==> src/rtl/ptk_pkg.sv <==
// package: constants and types for process timers and peak tracker
package ptk_pkg;
  localparam int unsigned CLK_HZ         = 100_000_000;
  localparam int unsigned TICK_PERIOD_S  = 1;
  localparam int unsigned TICK_CYCLES    = CLK_HZ * TICK_PERIOD_S;
  localparam int unsigned DEBOUNCE_MS    = 20;
  localparam int unsigned DEBOUNCE_CYC   = (CLK_HZ / 1000) * DEBOUNCE_MS;
  localparam int unsigned LABEL_MS       = 1000;
  localparam int unsigned LABEL_CYC      = (CLK_HZ / 1000) * LABEL_MS;
  localparam int unsigned TMR_MAX_S      = 99999;
  localparam int unsigned TMR_W          = 17;
  localparam logic [9:0]  HOURS_MAX      = 10'h3E7;
  localparam logic [5:0]  MINSEC_MAX     = 6'h3B;
  localparam logic [1:0]  TMODE_START    = 2'h0;
  localparam logic [1:0]  TMODE_PULSE    = 2'h1;
  localparam logic [1:0]  TMODE_DELAY    = 2'h2;
  typedef enum logic [3:0] {
    PTK_DISP_PROCESS  = 4'h0,
    PTK_DISP_EL_LABEL = 4'h1,
    PTK_DISP_ELAPSED  = 4'h2,
    PTK_DISP_T1_LABEL = 4'h3,
    PTK_DISP_T1       = 4'h4,
    PTK_DISP_T2_LABEL = 4'h5,
    PTK_DISP_T2       = 4'h6,
    PTK_DISP_HI_LABEL = 4'h7,
    PTK_DISP_HI       = 4'h8,
    PTK_DISP_LO_LABEL = 4'h9,
    PTK_DISP_LO       = 4'hA
  } ptk_disp_e;
endpackage

==> src/rtl/ptk_process_timers.sv <==
// top: two timers, elapsed counter, peaks, keypad selection, alarm outputs
// Functional notes
// - timer key twice and held shows timer 1 left; reset restarts it.
// - timer key thrice and held shows timer 2 left; reset restarts it.
// - mode 0 times from power-up or reset, output on when done.
// - mode 1 output on at limit, held for duration, then off.
// - mode 2 starts timing at limit, output on when duration passes.
// - timer 1 follows limit 1, timer 2 follows limit 2.
// - elapsed kept as hours up to 999, minutes and seconds to 59.
// - elapsed counts from power-up or last reset.
// - one time press shows elapsed label then value.
// - timer held plus reset shows elapsed briefly, then clears to zero.
// - highest and lowest readings kept since power-up or peak reset.
// - data press one shows high label/value, press two low label/value.
// - reset while high shown and data held loads current reading.
// - reset while low shown and data held loads current reading.
// - each alarm output has selectable closing or opening polarity.
// - status LED lit exactly while its alarm is active.
// - timer durations accepted from 1 to 99999 seconds.
`timescale 1ns/1ps
module ptk_process_timers
  import ptk_pkg::*;
#(
  parameter int          PW        = 16,
  parameter int unsigned TICK_CYC  = TICK_CYCLES,
  parameter int unsigned DEB_CYC   = DEBOUNCE_CYC,
  parameter int unsigned LBL_CYC   = LABEL_CYC
)(
  input  wire logic              clk,
  input  wire logic              rst_n,
  input  wire logic              time_key,
  input  wire logic              data_key,
  input  wire logic              reset_key,
  input  wire logic signed [PW-1:0] process_value,
  input  wire logic              limit1_hit,
  input  wire logic              limit2_hit,
  input  wire logic [1:0]        timer1_mode,
  input  wire logic [1:0]        timer2_mode,
  input  wire logic [TMR_W-1:0]  timer1_duration,
  input  wire logic [TMR_W-1:0]  timer2_duration,
  input  wire logic [3:0]        alarm_active_in,
  input  wire logic [5:0]        alarm_opening,
  output logic [5:0]             alarm_out,
  output logic [5:0]             alarm_led,
  output logic [3:0]             disp_sel,
  output logic [31:0]            disp_value,
  output logic [9:0]             elapsed_hours,
  output logic [5:0]             elapsed_minutes,
  output logic [5:0]             elapsed_seconds,
  output logic signed [PW-1:0]   high_peak,
  output logic signed [PW-1:0]   low_peak
);
  localparam int KN = 3;

  // debounced key levels and press edges
  logic [KN-1:0] key_raw;
  logic [KN-1:0] key_lvl_reg;
  logic [KN-1:0] key_prev_reg;
  logic [KN-1:0] key_press;
  logic [31:0]   deb_cnt_reg [KN];
  assign key_raw   = {reset_key, data_key, time_key};
  assign key_press = key_lvl_reg & ~key_prev_reg;

  genvar gi;
  generate
    for (gi = 0; gi < KN; gi++)
    begin : g_deb
      // a level must stay different for the debounce time before it is taken
      always_ff @(posedge clk or negedge rst_n)
      begin
        if (!rst_n)
        begin
          deb_cnt_reg[gi] <= '0;
          key_lvl_reg[gi] <= 1'b0;
          key_prev_reg[gi] <= 1'b0;
        end
        else
        begin
          key_prev_reg[gi] <= key_lvl_reg[gi];
          if (key_raw[gi] == key_lvl_reg[gi])
            deb_cnt_reg[gi] <= '0;
          else if (deb_cnt_reg[gi] >= DEB_CYC - 1)
          begin
            deb_cnt_reg[gi] <= '0;
            key_lvl_reg[gi] <= key_raw[gi];
          end
          else
            deb_cnt_reg[gi] <= deb_cnt_reg[gi] + 32'h1;
        end
      end
    end
  endgenerate

  logic time_held;
  logic data_held;
  logic time_press;
  logic data_press;
  logic rst_press;
  assign time_held  = key_lvl_reg[0];
  assign data_held  = key_lvl_reg[1];
  assign time_press = key_press[0];
  assign data_press = key_press[1];
  assign rst_press  = key_press[2];

  // one-second tick
  logic [31:0] tick_cnt_reg;
  logic        tick;
  assign tick = (tick_cnt_reg == TICK_CYC - 1);
  always_ff @(posedge clk or negedge rst_n)
  begin
    if (!rst_n)
      tick_cnt_reg <= '0;
    else
      tick_cnt_reg <= tick ? 32'h0 : tick_cnt_reg + 32'h1;
  end

  // display selection state
  ptk_disp_e   disp_reg;
  ptk_disp_e   disp_next;
  logic [31:0] lbl_cnt_reg;
  logic        lbl_done;
  logic        is_label;
  logic        el_clear_pend_reg;
  assign lbl_done = (lbl_cnt_reg >= LBL_CYC - 1);
  assign is_label = disp_reg inside {PTK_DISP_EL_LABEL, PTK_DISP_T1_LABEL,
                    PTK_DISP_T2_LABEL, PTK_DISP_HI_LABEL, PTK_DISP_LO_LABEL};

  // reset actions, valid only while the selecting key is held
  logic t1_restart;
  logic t2_restart;
  logic el_reset_req;
  logic hi_load;
  logic lo_load;
  assign t1_restart   = rst_press && time_held && disp_reg == PTK_DISP_T1;
  assign t2_restart   = rst_press && time_held && disp_reg == PTK_DISP_T2;
  assign el_reset_req = rst_press && time_held && disp_reg == PTK_DISP_ELAPSED;
  assign hi_load      = rst_press && data_held && disp_reg == PTK_DISP_HI;
  assign lo_load      = rst_press && data_held && disp_reg == PTK_DISP_LO;

  // next display: a time key press steps the sequence, else a data key press does; labels time out
  always_comb
  begin
    disp_next = disp_reg;
    if (time_press)
    begin
      unique case (disp_reg)
        PTK_DISP_EL_LABEL, PTK_DISP_ELAPSED: disp_next = PTK_DISP_T1_LABEL;
        PTK_DISP_T1_LABEL, PTK_DISP_T1:      disp_next = PTK_DISP_T2_LABEL;
        default:                             disp_next = PTK_DISP_EL_LABEL;
      endcase
    end
    else if (data_press)
    begin
      if (disp_reg == PTK_DISP_HI_LABEL || disp_reg == PTK_DISP_HI)
        disp_next = PTK_DISP_LO_LABEL;
      else
        disp_next = PTK_DISP_HI_LABEL;
    end
    else if (is_label && lbl_done)
      disp_next = ptk_disp_e'(disp_reg + 4'h1);
  end

  always_ff @(posedge clk or negedge rst_n)
  begin
    if (!rst_n)
    begin
      disp_reg    <= PTK_DISP_PROCESS;
      lbl_cnt_reg <= '0;
    end
    else
    begin
      disp_reg    <= disp_next;
      lbl_cnt_reg <= (disp_next != disp_reg || el_reset_req) ? 32'h0 : lbl_cnt_reg + 32'h1;
    end
  end

  // pending clear: the old elapsed value stays visible for one label time
  always_ff @(posedge clk or negedge rst_n)
  begin
    if (!rst_n)
      el_clear_pend_reg <= 1'b0;
    else if (el_reset_req)
      el_clear_pend_reg <= 1'b1;
    else if (lbl_done)
      el_clear_pend_reg <= 1'b0;
  end

  // elapsed run time, hours:minutes:seconds, saturating
  logic [9:0] hr_reg;
  logic [5:0] mn_reg;
  logic [5:0] sc_reg;
  logic       el_max;
  logic       el_clear;
  assign el_max   = hr_reg == HOURS_MAX && mn_reg == MINSEC_MAX && sc_reg == MINSEC_MAX;
  assign el_clear = el_clear_pend_reg && lbl_done;
  always_ff @(posedge clk or negedge rst_n)
  begin
    if (!rst_n)
    begin
      hr_reg <= '0;
      mn_reg <= '0;
      sc_reg <= '0;
    end
    else if (el_clear)
    begin
      hr_reg <= '0;
      mn_reg <= '0;
      sc_reg <= '0;
    end
    else if (tick && !el_max)
    begin
      sc_reg <= (sc_reg == MINSEC_MAX) ? 6'h0 : sc_reg + 6'h1;
      if (sc_reg == MINSEC_MAX)
      begin
        mn_reg <= (mn_reg == MINSEC_MAX) ? 6'h0 : mn_reg + 6'h1;
        if (mn_reg == MINSEC_MAX)
          hr_reg <= hr_reg + 10'h1;
      end
    end
  end

  // peak tracking
  logic signed [PW-1:0] hi_reg;
  logic signed [PW-1:0] lo_reg;
  always_ff @(posedge clk or negedge rst_n)
  begin
    if (!rst_n)
    begin
      hi_reg <= {1'b1, {(PW-1){1'b0}}};                    // lowest signed value
      lo_reg <= {1'b0, {(PW-1){1'b1}}};                    // highest signed value
    end
    else
    begin
      if (hi_load)
        hi_reg <= process_value;
      else if (process_value > hi_reg)
        hi_reg <= process_value;
      if (lo_load)
        lo_reg <= process_value;
      else if (process_value < lo_reg)
        lo_reg <= process_value;
    end
  end

  // durations clamped to 1..99999 seconds
  logic [TMR_W-1:0] dur1;
  logic [TMR_W-1:0] dur2;
  logic [TMR_W-1:0] rem1;
  logic [TMR_W-1:0] rem2;
  logic             t1_act;
  logic             t2_act;
  function automatic logic [TMR_W-1:0] clamp_dur(input logic [TMR_W-1:0] d);
    if (d == '0)
      return TMR_W'(1);
    else if (d > TMR_W'(TMR_MAX_S))
      return TMR_W'(TMR_MAX_S);
    else
      return d;
  endfunction
  assign dur1 = clamp_dur(timer1_duration);
  assign dur2 = clamp_dur(timer2_duration);

  // timer 1 on limit 1, timer 2 on limit 2
  ptk_timer #(.W(TMR_W)) u_timer1 (
    .clk       (clk),
    .rst_n     (rst_n),
    .tick      (tick),
    .restart   (t1_restart),
    .mode      (timer1_mode),
    .duration  (dur1),
    .limit_hit (limit1_hit),
    .remain    (rem1),
    .active    (t1_act)
  );
  ptk_timer #(.W(TMR_W)) u_timer2 (
    .clk       (clk),
    .rst_n     (rst_n),
    .tick      (tick),
    .restart   (t2_restart),
    .mode      (timer2_mode),
    .duration  (dur2),
    .limit_hit (limit2_hit),
    .remain    (rem2),
    .active    (t2_act)
  );

  // alarm vector, polarity and LED
  logic [5:0]  alm_act;
  logic [31:0] disp_val_next;
  assign alm_act = {t2_act, t1_act, alarm_active_in};
  always_comb
  begin
    unique case (disp_reg)
      PTK_DISP_ELAPSED: disp_val_next = {10'h0, hr_reg, mn_reg, sc_reg};
      PTK_DISP_T1:      disp_val_next = 32'(rem1);
      PTK_DISP_T2:      disp_val_next = 32'(rem2);
      PTK_DISP_HI:      disp_val_next = 32'(signed'(hi_reg));
      PTK_DISP_LO:      disp_val_next = 32'(signed'(lo_reg));
      default:          disp_val_next = 32'(signed'(process_value));
    endcase
  end

  // registered outputs
  always_ff @(posedge clk or negedge rst_n)
  begin
    if (!rst_n)
    begin
      alarm_out  <= '0;
      alarm_led  <= '0;
      disp_sel   <= 4'h0;
      disp_value <= '0;
    end
    else
    begin
      alarm_out  <= alm_act ^ alarm_opening;
      alarm_led  <= alm_act;
      disp_sel   <= disp_reg;
      disp_value <= disp_val_next;
    end
  end
  assign elapsed_hours   = hr_reg;
  assign elapsed_minutes = mn_reg;
  assign elapsed_seconds = sc_reg;
  assign high_peak       = hi_reg;
  assign low_peak        = lo_reg;

  a_led_follows: assert property (@(posedge clk) disable iff (!rst_n)
    ##1 alarm_led == $past(alm_act))
    else $error("status led does not follow alarm");
  a_polarity_out: assert property (@(posedge clk) disable iff (!rst_n)
    ##1 alarm_out == ($past(alm_act) ^ $past(alarm_opening)))
    else $error("alarm polarity wrong");
  a_el_saturate: assert property (@(posedge clk) disable iff (!rst_n)
    el_max && !el_clear |=> el_max)
    else $error("elapsed counter wrapped");
  a_fields_range: assert property (@(posedge clk) disable iff (!rst_n)
    mn_reg <= MINSEC_MAX && sc_reg <= MINSEC_MAX && hr_reg <= HOURS_MAX)
    else $error("elapsed field out of range");
  a_el_clear_zero: assert property (@(posedge clk) disable iff (!rst_n)
    el_clear |=> hr_reg == 10'h0 && mn_reg == 6'h0 && sc_reg == 6'h0)
    else $error("elapsed not cleared");
  a_hi_load_now: assert property (@(posedge clk) disable iff (!rst_n)
    hi_load |=> hi_reg == $past(process_value))
    else $error("high peak not loaded");
  a_lo_load_now: assert property (@(posedge clk) disable iff (!rst_n)
    lo_load |=> lo_reg == $past(process_value))
    else $error("low peak not loaded");
  a_peak_track: assert property (@(posedge clk) disable iff (!rst_n)
    !hi_load && !lo_load |=> hi_reg >= $past(process_value) && lo_reg <= $past(process_value))
    else $error("peak missed a reading");
  a_restart_reload: assert property (@(posedge clk) disable iff (!rst_n)
    t1_restart |=> !t1_act && rem1 == $past(dur1))
    else $error("timer 1 restart did not reload");
  a_press_step: assert property (@(posedge clk) disable iff (!rst_n)
    time_press && disp_reg inside {PTK_DISP_PROCESS, PTK_DISP_T2_LABEL, PTK_DISP_T2,
    PTK_DISP_HI_LABEL, PTK_DISP_HI, PTK_DISP_LO_LABEL, PTK_DISP_LO}
    |=> disp_reg == PTK_DISP_EL_LABEL)
    else $error("time press did not show label");
  c_t1_restart: cover property (@(posedge clk) disable iff (!rst_n) t1_restart);
  c_el_clear:   cover property (@(posedge clk) disable iff (!rst_n) el_clear);
  c_lo_load:    cover property (@(posedge clk) disable iff (!rst_n) lo_load);
  c_t2_on:      cover property (@(posedge clk) disable iff (!rst_n) t2_act);
endmodule // ptk_process_timers

==> src/rtl/ptk_timer.sv <==
// one programmable process timer with three modes
`timescale 1ns/1ps
module ptk_timer
  import ptk_pkg::*;
#(
  parameter int W = TMR_W
)(
  input  wire logic         clk,
  input  wire logic         rst_n,
  input  wire logic         tick,
  input  wire logic         restart,
  input  wire logic [1:0]   mode,
  input  wire logic [W-1:0] duration,
  input  wire logic         limit_hit,
  output logic [W-1:0]      remain,
  output logic              active
);
  logic [W-1:0] remain_reg;
  logic         run_reg;
  logic         wait_reg;
  logic         act_reg;
  logic         start;
  logic         done;

  // start when limit reached in limit-dependent modes
  assign start = wait_reg && (mode == TMODE_START || limit_hit);
  assign done  = run_reg && tick && remain_reg <= W'(1);

  // countdown state
  always_ff @(posedge clk or negedge rst_n)
  begin
    if (!rst_n)
    begin
      remain_reg <= '0;
      run_reg    <= 1'b0;
      wait_reg   <= 1'b1;
      act_reg    <= 1'b0;
    end
    else if (restart)
    begin
      remain_reg <= duration;
      run_reg    <= 1'b0;
      wait_reg   <= 1'b1;
      act_reg    <= 1'b0;
    end
    else if (start)
    begin
      remain_reg <= duration;
      run_reg    <= 1'b1;
      wait_reg   <= 1'b0;
      act_reg    <= (mode == TMODE_PULSE);
    end
    else if (done)
    begin
      remain_reg <= '0;
      run_reg    <= 1'b0;
      act_reg    <= (mode != TMODE_PULSE);
    end
    else if (run_reg && tick)
    begin
      remain_reg <= remain_reg - W'(1);
    end
  end

  assign remain = remain_reg;
  assign active = act_reg;

  a_pulse_ends: assert property (@(posedge clk) disable iff (!rst_n)
    done && mode == TMODE_PULSE && !restart |=> !act_reg)
    else $error("pulse mode output did not drop at end");
endmodule // ptk_timer

==> config.mk <==
export PLATFORM = sky130hd
export DESIGN_NAME = ptk_process_timers
export DESIGN_NICKNAME = d
export VERILOG_FILES = /design/src/rtl/ptk_pkg.sv /design/src/rtl/ptk_process_timers.sv /design/src/rtl/ptk_timer.sv
export SDC_FILE = /design/constraint.sdc
export NUM_CORES = 1
export LEC_CHECK = 0
export BUFFER_PORTS_ARGS = -buffer_cell sky130_fd_sc_hd__buf_2
export CORE_ASPECT_RATIO = 0.9
export CORE_MARGIN = 2
export CORE_UTILIZATION = 29
export CTS_BUF_LIST = sky130_fd_sc_hd__clkbuf_8
export DETAILED_ROUTE_END_ITERATION = 7
export SLEW_MARGIN = 20
export SYNTH_ARGS = -nofsm -noshare
export SYNTH_HDL_FRONTEND = slang
export SYNTH_SLANG_ARGS = --single-unit
==> constraint.sdc <==
create_clock -name clk -period 4.35 [get_ports clk]
set_input_delay 0.435 -clock clk [delete_from_list [all_inputs] [get_ports clk]]
set_output_delay 0.435 -clock clk [all_outputs]
set_load 0.1 [all_outputs]
# == Yosys cells after proc, flatten, opt, wreduce, memory -nomap -nowiden ==
# Cells that the tools add are included.
# classes
n_reduce_logical,47
order_cmp,10
div_mod_pow,0
n_mul,0
bitwise_logic,6
shifts,0
mux,59
n_addsub,11
eq_ne,22
# op_table
cell,count
$mux W32,8
$mux W17,12
$add A32 B1 Y32 const B,5
$pmux W32 S5,1
$ge A32 B21 Y1 const B,3
$mux W16,4
$mux W6,7
$mux W10,4
$gt A17 B17 Y1 const B,2
$le A17 B1 Y1 const B,2
$logic_not A17 Y1,2
$sub A17 B1 Y17 const B,2
$eq A32 B27 Y1 const B,1
$ge A32 B27 Y1 const B,1
$logic_and A1 B1 Y1,18
$mux W1,18
$eq A4 B3 Y1 const B,4
$gt A16 B16 Y1,1
$lt A16 B16 Y1,1
$mux W4,4
$reduce_bool A2 Y1,8
$add A6 B1 Y6 const B,2
$eq A4 B4 Y1 const B,3
$eq A6 B6 Y1 const B,2
23 further kinds,40
# totals
mem_bits_ro,0
ramBits,0
latchBits,0
input_bits,71
mem_count,0
wordCells,185
output_inout_bits,102
register_bits,313

# == Depth between registers and ports, before layout ==
# Gate-level depths: netlist of the first run.
# depth
depth_word,9
mapped_depth,10
depth_no_buf,8

# == Cells and area by module ==
# From an unflattened synthesis of the first run, not the netlist that was laid out.
# unflattened
cells_unflattened,1583
hier_area_um2,15790.1
# by_module_without_submodules
mod,area_each_um2,seq_area_each_um2,instances,cells_each
ptk_process_timers,13145.1,6626.4,1,1277
ptk_timer,1322.5,501.7,2,153

# == Least setup slack after synthesis of the first run ==
# No wires, ideal clock.
# synth_path
path_type,reg2reg
start,register hi_reg[7] (netlist: high_peak[7])
end,register hi_reg[11] (netlist: high_peak[11])
path_slack_ns,1.113
stages_incl_launch_ff,10
arrival_ns,3.111
required_time_ns,4.224
period_less_slack_ns,3.237
n_path_buf,1
setup_ns,0.126
path_cell_list,dfrtp_1 -> inv_1 -> ha_1 -> a211oi_1 -> nand2_1 -> o311ai_0 -> nand3_1 -> a32oi_1 -> buf_2 -> mux2_2
# synth_between
elab_chain_len,2
# synth_rtl
item,line_no,source
from (decl),ptk_process_timers.sv:223,logic signed [PW-1:0] hi_reg;
from (signal assigned),ptk_process_timers.sv:229,"hi_reg <= {1'b1, {(PW-1){1'b0}}};"
from (signal assigned),ptk_process_timers.sv:235,hi_reg <= process_value;
from (signal assigned),ptk_process_timers.sv:237,hi_reg <= process_value;
$gt A16 B16 Y1,ptk_process_timers.sv:236,else if (process_value > hi_reg)
$reduce_bool A2 Y1 (no source line),--,
# No other way between the ends.
# A chain may end at the register's enable or synchronous reset.

# == Worst setup path after layout of the first run ==
# layout_path
start,register disp_reg[1]
end,register lbl_cnt_reg[6]
# layout_between
elab_chain_len,9
elab_cells_between_ends,23
cone_classes,add/sub: 1; eq/ne: 9; mux: 6; reduce/logical: 7
# layout_rtl
item,line_no,source
from (decl),ptk_process_timers.sv:118,ptk_disp_e disp_reg;
from (signal assigned),ptk_process_timers.sv:172,disp_reg <= disp_next;
"$eq A4 B1 Y1, or another cell as far along","ptk_process_timers.sv:125, ptk_process_timers.sv:146",
$reduce_bool A5 Y1,ptk_process_timers.sv:125,"assign is_label = disp_reg inside {PTK_DISP_EL_LABEL, PTK_DISP_T1_LABEL,"
$logic_and A1 B1 Y1,ptk_process_timers.sv:159,else if (is_label && lbl_done)
$mux W4,ptk_process_timers.sv:159,
$mux W4,ptk_process_timers.sv:152,else if (data_press)
$mux W4,ptk_process_timers.sv:144,if (time_press)
$ne A4 B4 Y1,ptk_process_timers.sv:173,lbl_cnt_reg <= (disp_next != disp_reg || el_reset_req) ? 32'h0 : lbl_cnt_reg + 32'h1;
$logic_or A1 B1 Y1 *,ptk_process_timers.sv:173,
$mux W32 *,ptk_process_timers.sv:173,
to (signal assigned),ptk_process_timers.sv:173,
to (decl),ptk_process_timers.sv:120,logic [31:0] lbl_cnt_reg;
# Every way passes the cells marked *; elsewhere a longest branch is shown, timed or not.

==> impl_metrics.tcl, run 1 <==
set metrics [dict create \
    setup_viol_count_final 0 \
    post_synth_instance_area_sq_um 15400 \
    power_frac_clock_pct 30.7 \
    cap_violations 0 \
    worst_hold_margin_ns 0.0536 \
    post_cts_clock_slew_at_the_launch_and_capture_registers_of_the_worst_setup_and_hold_paths_ns 0.06 \
    clock_sinks 304 \
    timing.critical_path.from_type "flop" \
    total_congestion_overflow 0 \
    grt_start_max_net_pins 115 \
    cts_setup_buffers 0 \
    cts_buffer_depth 3 \
    most_common_cell_after_layout_fill_and_taps_aside "dfrtp_1" \
    most_frequent_cells_in_the_layout "dfrtp_1, nor2_1, buf_2" \
    cts_buffer_count 53 \
    synth-warning-count 0 \
    route.final.wire_length_mm 44.0 \
    beginning_of_the_worst_register_to_register_path "disp_reg[1]" \
    slew_headroom_pct 30.1 \
    antenna_violations_before_repair 3 \
    chipHeight_um 222 \
    crit_type "flop to flop" \
    rsz0062_at_grt "false" \
    hold_path_class "primary input to flop" \
    beginning_of_the_worst_hold_path "timer2_duration[6]" \
    net-switching-power_mw 3.83 \
    cp-end-kind "flop" \
    maxUsedRoutingLayer "met5" \
    ioPinCount 173 \
    nets 1911 \
    vias_per_inst 5.10 \
    postSynthRegisterBits 304 \
    detail_route.drc_violations 0 \
    fin_area_sq_um 18400 \
    power.ir.vdd_worst_uv 526 \
    layout_cells_sized_above_1_pct 18.1 \
    vias 12873 \
    grt_util_all_layers_pct 16.0 \
    combPwrFrac_pct 31.4 \
    route.met2.wl_mm 20.0 \
    clock_skew_ns 0.0455 \
    fmaxAchievable_ghz 0.317 \
    setup_tns_ns 0 \
    p_seq_share_pct 37.9 \
    drt-pass1-iter-count 7 \
    first_global_vias 12655 \
    max_slew.worst_pin.slew_ns 1.05 \
    largest_register_ff_count 96 \
    detailed_place.area_sq_um 17100 \
    power_density_nw_per_um2 508 \
    numPlacedInstances 2410 \
    internal-power_mw 5.53 \
    first_pass_grt_wire_length_mm 69.7 \
    cp_data_required_time_ns 4.84 \
    critical_path.startpoint "disp_reg[1]" \
    cts-hold-fix-buffers 16 \
    fp.coreArea_sq_um 52000 \
    dr_wl_met3_mm 3.92 \
    clock_tree_from_tritoncts "built" \
    drt.antenna.violating_nets 0 \
    detailedRoute.firstIterationViolations 1133 \
    ys_seq_area_share_pct 49.7 \
    report.final.slew_viol_count 0 \
    worstSkewPairLatency_ns 0.65 \
    synth_edf_count 0 \
    synth.lib_cells_used.distinct 72 \
    area_of_the_die_sq_um 54800 \
    final.period_utilization_pct 72.5 \
    yosys_most_used_dff "dfrtp_1" \
    gpl.final_weighted_congestion 0.870 \
    floorplan.die.width_um 247 \
    worstPathMaxFanout 32 \
    cells_after_synth 1562 \
    post_layout_nonfiller_instances 2526 \
    fp-row-count 79 \
    status "finished clean" \
    final_hold_viol_count 0 \
    area_growth_pct 19.9 \
    worst_ep_arrival_time_ns 3.64 \
    detail_route.wl_per_cell_um 17.4 \
    layout.filler_cells 5278 \
    start_util_pct 29.5 \
    cts-resized-gates 0 \
    period_minus_slack_ns 3.15 \
    met1Wirelength_mm 19.1 \
    fin_total_pwr_mw 9.36 \
    dpl.hpwl_mm 32.0 \
    root_buffer_master "clkbuf_8" \
    htree_num_levels 2 \
    p_leak_nw 8.04 \
    portBuffers 172 \
    asyncSetResetFlopFracSynth_pct 100 \
    synth_area_per_cell_sq_um 9.83 \
    p_sw_share_pct 41.0 \
]
==> power groups by stage <==
| stage | clock network [mW] | registers [mW] | logic (mW) |
|---|---|---|---|
| final | 2.87 | 3.54 | 2.94 |
| after global routing | 3.10 | 3.58 | 3.12 |
| after CTS | 2.98 | 3.54 | 2.95 |
| after detailed placement | 0 | 3.59 | 2.93 |
| after global placement | 0 | 3.58 | 2.89 |
| after floorplan | 0 | 4.79 | 0.993 |
==> worst paths after layout <==
check / slack, ns / to / cells after the start
max in group asynchronous: 2.66 / deb_cnt_reg[37] / 3
hold / removal: 0.05 / u_timer2.remain[6] / 3
hold reg to reg: 0.44 / alarm_led[4] / 0
setup reg to reg: 1.20 / lbl_cnt_reg[6] / 9
setup / recovery: 1.20 / lbl_cnt_reg[6] / 9
min in group asynchronous: 0.45 / deb_cnt_reg[21] / 2
==> through the flow <==
stage	setup slack (ns)	util [%]
floorplan	1.11	-
detailed placement	1.20	32.8
CTS	1.23	35.4
finish	1.20	35.4
global placement	1.22	32.8
global route	0.864	35.4
==> critical path: stages (launching register included) <==
cell,delay (ns)
dfrtp_1,0.48
inv_1,0.15
ha_1,0.33
and3b_1,0.76
a21oi_1,0.13
o21ai_0,0.44
a211oi_1,0.15
o211ai_1,0.12
buf_4,0.36
nor2_1,0.09
==> cell type report <==
type | count | area, sq um | share of cell area [%]
Sequential cell | 304 | 7630 | 41.4
Clock buffer | 70 | 963 | 5.23
Multi-Input combinational cell | 1171 | 7360 | 40.0
Timing Repair Buffer | 201 | 1140 | 6.20
Tap cell | 688 | 861 | 4.67
Clock inverter | 29 | 220 | 1.20
Antenna cell | 1 | 2.50 | 0.0136
Inverter | 62 | 233 | 1.26
==> cell families (layout without fill, tap and decap cells) <==
family                   Yosys count  in the layout  synth area share (%)
multiplexers                      46             46                  3.28
adder cells (fa/ha/maj)           47             47                  3.83
buffers and inverters            119            362                  3.16
flip-flops                       304            304                  49.7
XOR/XNOR                         132            132                  7.53
AND/OR/NAND/NOR                  661            661                  21.3
AO/OA/AOI/OAI                    252            252                  11.2
other                              1             34                0.0244
==> routing by layer <==
layer | GRT usage [%] | vias to the layer above
met5 | 0 | -
met4 | 5.11 | 4
met3 | 4.96 | 78
met2 | 25.0 | 452
met1 | 20.9 | 6282
li1 | - | 6057
==> synthesized netlist by cell type (5+ instances only) <==
cell,instances,area share (%)
a211oi_1,6,0.29
buf_4,9,0.44
mux2_2,35,2.6
dfrtp_1,286,47
nand4_1,46,1.9
nor2b_1,10,0.41
o211ai_1,16,0.78
clkbuf_1,43,1.1
or4_1,10,0.49
and2_1,14,0.57
a32oi_1,13,0.74
a222oi_1,17,1.1
o2111ai_1,6,0.34
dfstp_2,18,3.1
inv_1,62,1.5
o21a_1,5,0.24
o21ai_0,51,1.7
and4_1,14,0.80
nor2_1,200,4.9
nor3_1,40,1.3
a21o_1,14,0.68
nand2_1,125,3.1
nor4_1,33,1.3
xor2_1,71,4.1
o21ai_1,14,0.46
or3_1,17,0.69
mux2i_1,11,0.72
nand2b_1,15,0.61
a21oi_1,50,1.6
nand3_1,87,2.8
and3_1,28,1.1
o22ai_1,6,0.24
xnor2_1,61,3.5
a22oi_1,9,0.44
ha_1,47,3.8
(Power assumes the default switching activity.)
==> run 2: changes to the inputs <==
==> constraint.sdc (replaced) <==
create_clock -name clk -period 2.8 [get_ports clk]
set_input_delay 0.28 -clock clk [delete_from_list [all_inputs] [get_ports clk]]
set_output_delay 0.28 -clock clk [all_outputs]
set_load 0.1 [all_outputs]
==> impl_metrics.tcl, run 2 (synthesized netlist as in run 1, its figures left out) <==
set metrics [dict create \
    cp.depth 6 \
    status "finished clean" \
    cap_violations 0 \
    most_common_cell_after_layout_fill_and_taps_aside "dfrtp_1" \
    final.period_utilization_pct 93.4 \
    timing.critical_path.from_type "flop" \
    floorplan.die.width_um 247 \
    chipHeight_um 222 \
    total_congestion_overflow 0 \
    crit_slowest_cell "or4_1" \
    period_minus_slack_ns 2.61 \
    beginning_of_the_worst_register_to_register_path "tick_cnt_reg[0]" \
    largest_register_ff_count 96 \
    route.final.wire_length_mm 46.2 \
    first_pass_grt_wire_length_mm 72.7 \
    layout_cells_sized_above_1_pct 19.5 \
    rsz0062_at_grt "false" \
    worstRegToRegCells 6 \
    worstPathMaxFanout 7 \
    power.ir.vdd_worst_uv 614 \
    worstSkewPairLatency_ns 0.65 \
    hold_path_class "primary input to flop" \
    gpl.final_weighted_congestion 0.904 \
    slew_headroom_pct 47.0 \
    clock_sinks 304 \
    clock_skew_ns 0.0381 \
    antenna_violations_before_repair 2 \
    drt-pass1-iter-count 5 \
    fp-row-count 79 \
    fp.coreArea_sq_um 52000 \
    htree_num_levels 2 \
    detailedRoute.firstIterationViolations 967 \
    worstPathBufferInverterCount 0 \
    max_slew.worst_pin.slew_ns 0.796 \
    final_hold_viol_count 0 \
    grt_util_all_layers_pct 16.7 \
    worst_ep_arrival_time_ns 3.15 \
    detail_route.wl_per_cell_um 17.8 \
    root_buffer_master "clkbuf_8" \
    area_growth_pct 23.6 \
    final_core_utilization_pct 36.5 \
    crit_path_cell_trace "ha_1 > and4_1 > nand2_1 > or4_1 > or4_4 > o311ai_1" \
    report.final.slew_viol_count 0 \
    first_global_vias 13233 \
    setup_viol_count_final 0 \
    start_util_pct 29.5 \
    portBuffers 172 \
    nets 1992 \
    setup.reg_to_reg.worst_slack_ns 0.19 \
    vias_per_inst 5.09 \
    dr_wl_met3_mm 3.78 \
    setup_tns_ns 0 \
    dpl.hpwl_mm 33.8 \
    met1Wirelength_mm 20.0 \
    cts_buffer_count 52 \
    crit_type "flop to flop" \
    route.met2.wl_mm 21.0 \
    timing.critical_path.max_delay_family "simple AND/OR/NAND/NOR gates" \
    p_leak_nw 8.33 \
    detail_route.drc_violations 0 \
    area_of_the_die_sq_um 54800 \
    power_density_nw_per_um2 743 \
    diodes 0 \
    cp_data_required_time_ns 3.34 \
    fin_total_pwr_mw 14.1 \
    fmaxAchievable_ghz 0.382 \
    cts_buffer_depth 3 \
    ioPinCount 173 \
    drt.antenna.violating_nets 0 \
    most_frequent_cells_in_the_layout "dfrtp_1, nor2_1, buf_2" \
    crit_path_end "u_timer2.remain[10]" \
    maxUsedRoutingLayer "met5" \
    grt_start_max_net_pins 72 \
    post_cts_clock_slew_at_the_launch_and_capture_registers_of_the_worst_setup_and_hold_paths_ns 0.06 \
    vias 13235 \
    cp_slowest_stage_delay_ns 0.59 \
    clock_tree_from_tritoncts "built" \
    critical_path.startpoint "tick_cnt_reg[0]" \
    critical_path.reg2reg.endpoint "u_timer2.remain[10]" \
    cp-end-kind "flop" \
]
run 2: cell type report:
class                           instances  area [sq um]
Fill cell                            5216         33000
Clock buffer                           59           812
Inverter                               62           233
Timing Repair Buffer                  283          1900
Multi-Input combinational cell       1171          7380
Tap cell                              688           861
Clock inverter                         32           143
Sequential cell                       304          7650
run 2: power breakdown:
part	internal, mW	switching (mW)
Combinational	1.27	3.53
Sequential	4.94	0.582
Clock	1.92	1.86
Total	8.13	5.98
run 2: what timing repair did:
action,CTS,global route
endpoints found under the setup margin,0,35
resized for setup,0,2
hold buffers,59,0
endpoints found under the hold margin,149,0
buffers inserted,0,2
run 2: per-stage QoR:
| step | setup WS, ns | hold WS (ns) | cells | area [sq um] |
|---|---|---|---|---|
| floorplan | 0.0440 | -0.0156 | 1594 | 15500 |
| global placement | 0.261 | 0.311 | 2447 | 17400 |
| detailed placement | 0.0899 | 0.315 | 2447 | 17400 |
| CTS | 0.0772 | 0.00751 | 2597 | 19000 |
| global route | 0.000568 | 0.0553 | 2599 | 19000 |
| finish | 0.185 | 0.0514 | 2599 | 19000 |
run 2: worst min path at each step:
| stage | start | slack (ns) | to | cells past startpoint |
|---|---|---|---|---|
| after floorplan | rst_n | -0.02 | alarm_led[0] | 0 |
| after global placement | rst_n | 0.31 | disp_value[19] | 1 |
| after detailed placement | rst_n | 0.31 | disp_value[19] | 1 |
| after CTS | timer1_mode[1] | 0.008 | u_timer1.active | 4 |
| after global routing | timer1_mode[1] | 0.06 | u_timer1.active | 4 |
| final | timer1_mode[1] | 0.05 | u_timer1.active | 4 |
run 2: tightest hold or removal path: stages:
cell,delay [ns]
buf_2,0.09
nor2b_1,0.06
o221ai_1,0.17
a21oi_1,0.05
run 2: routing by layer:
layer,track usage [%],vias to the layer above
li1,-,6194
met1,21.9,6461
met2,26.7,487
met3,4.32,89
met4,5.79,4
met5,0,-
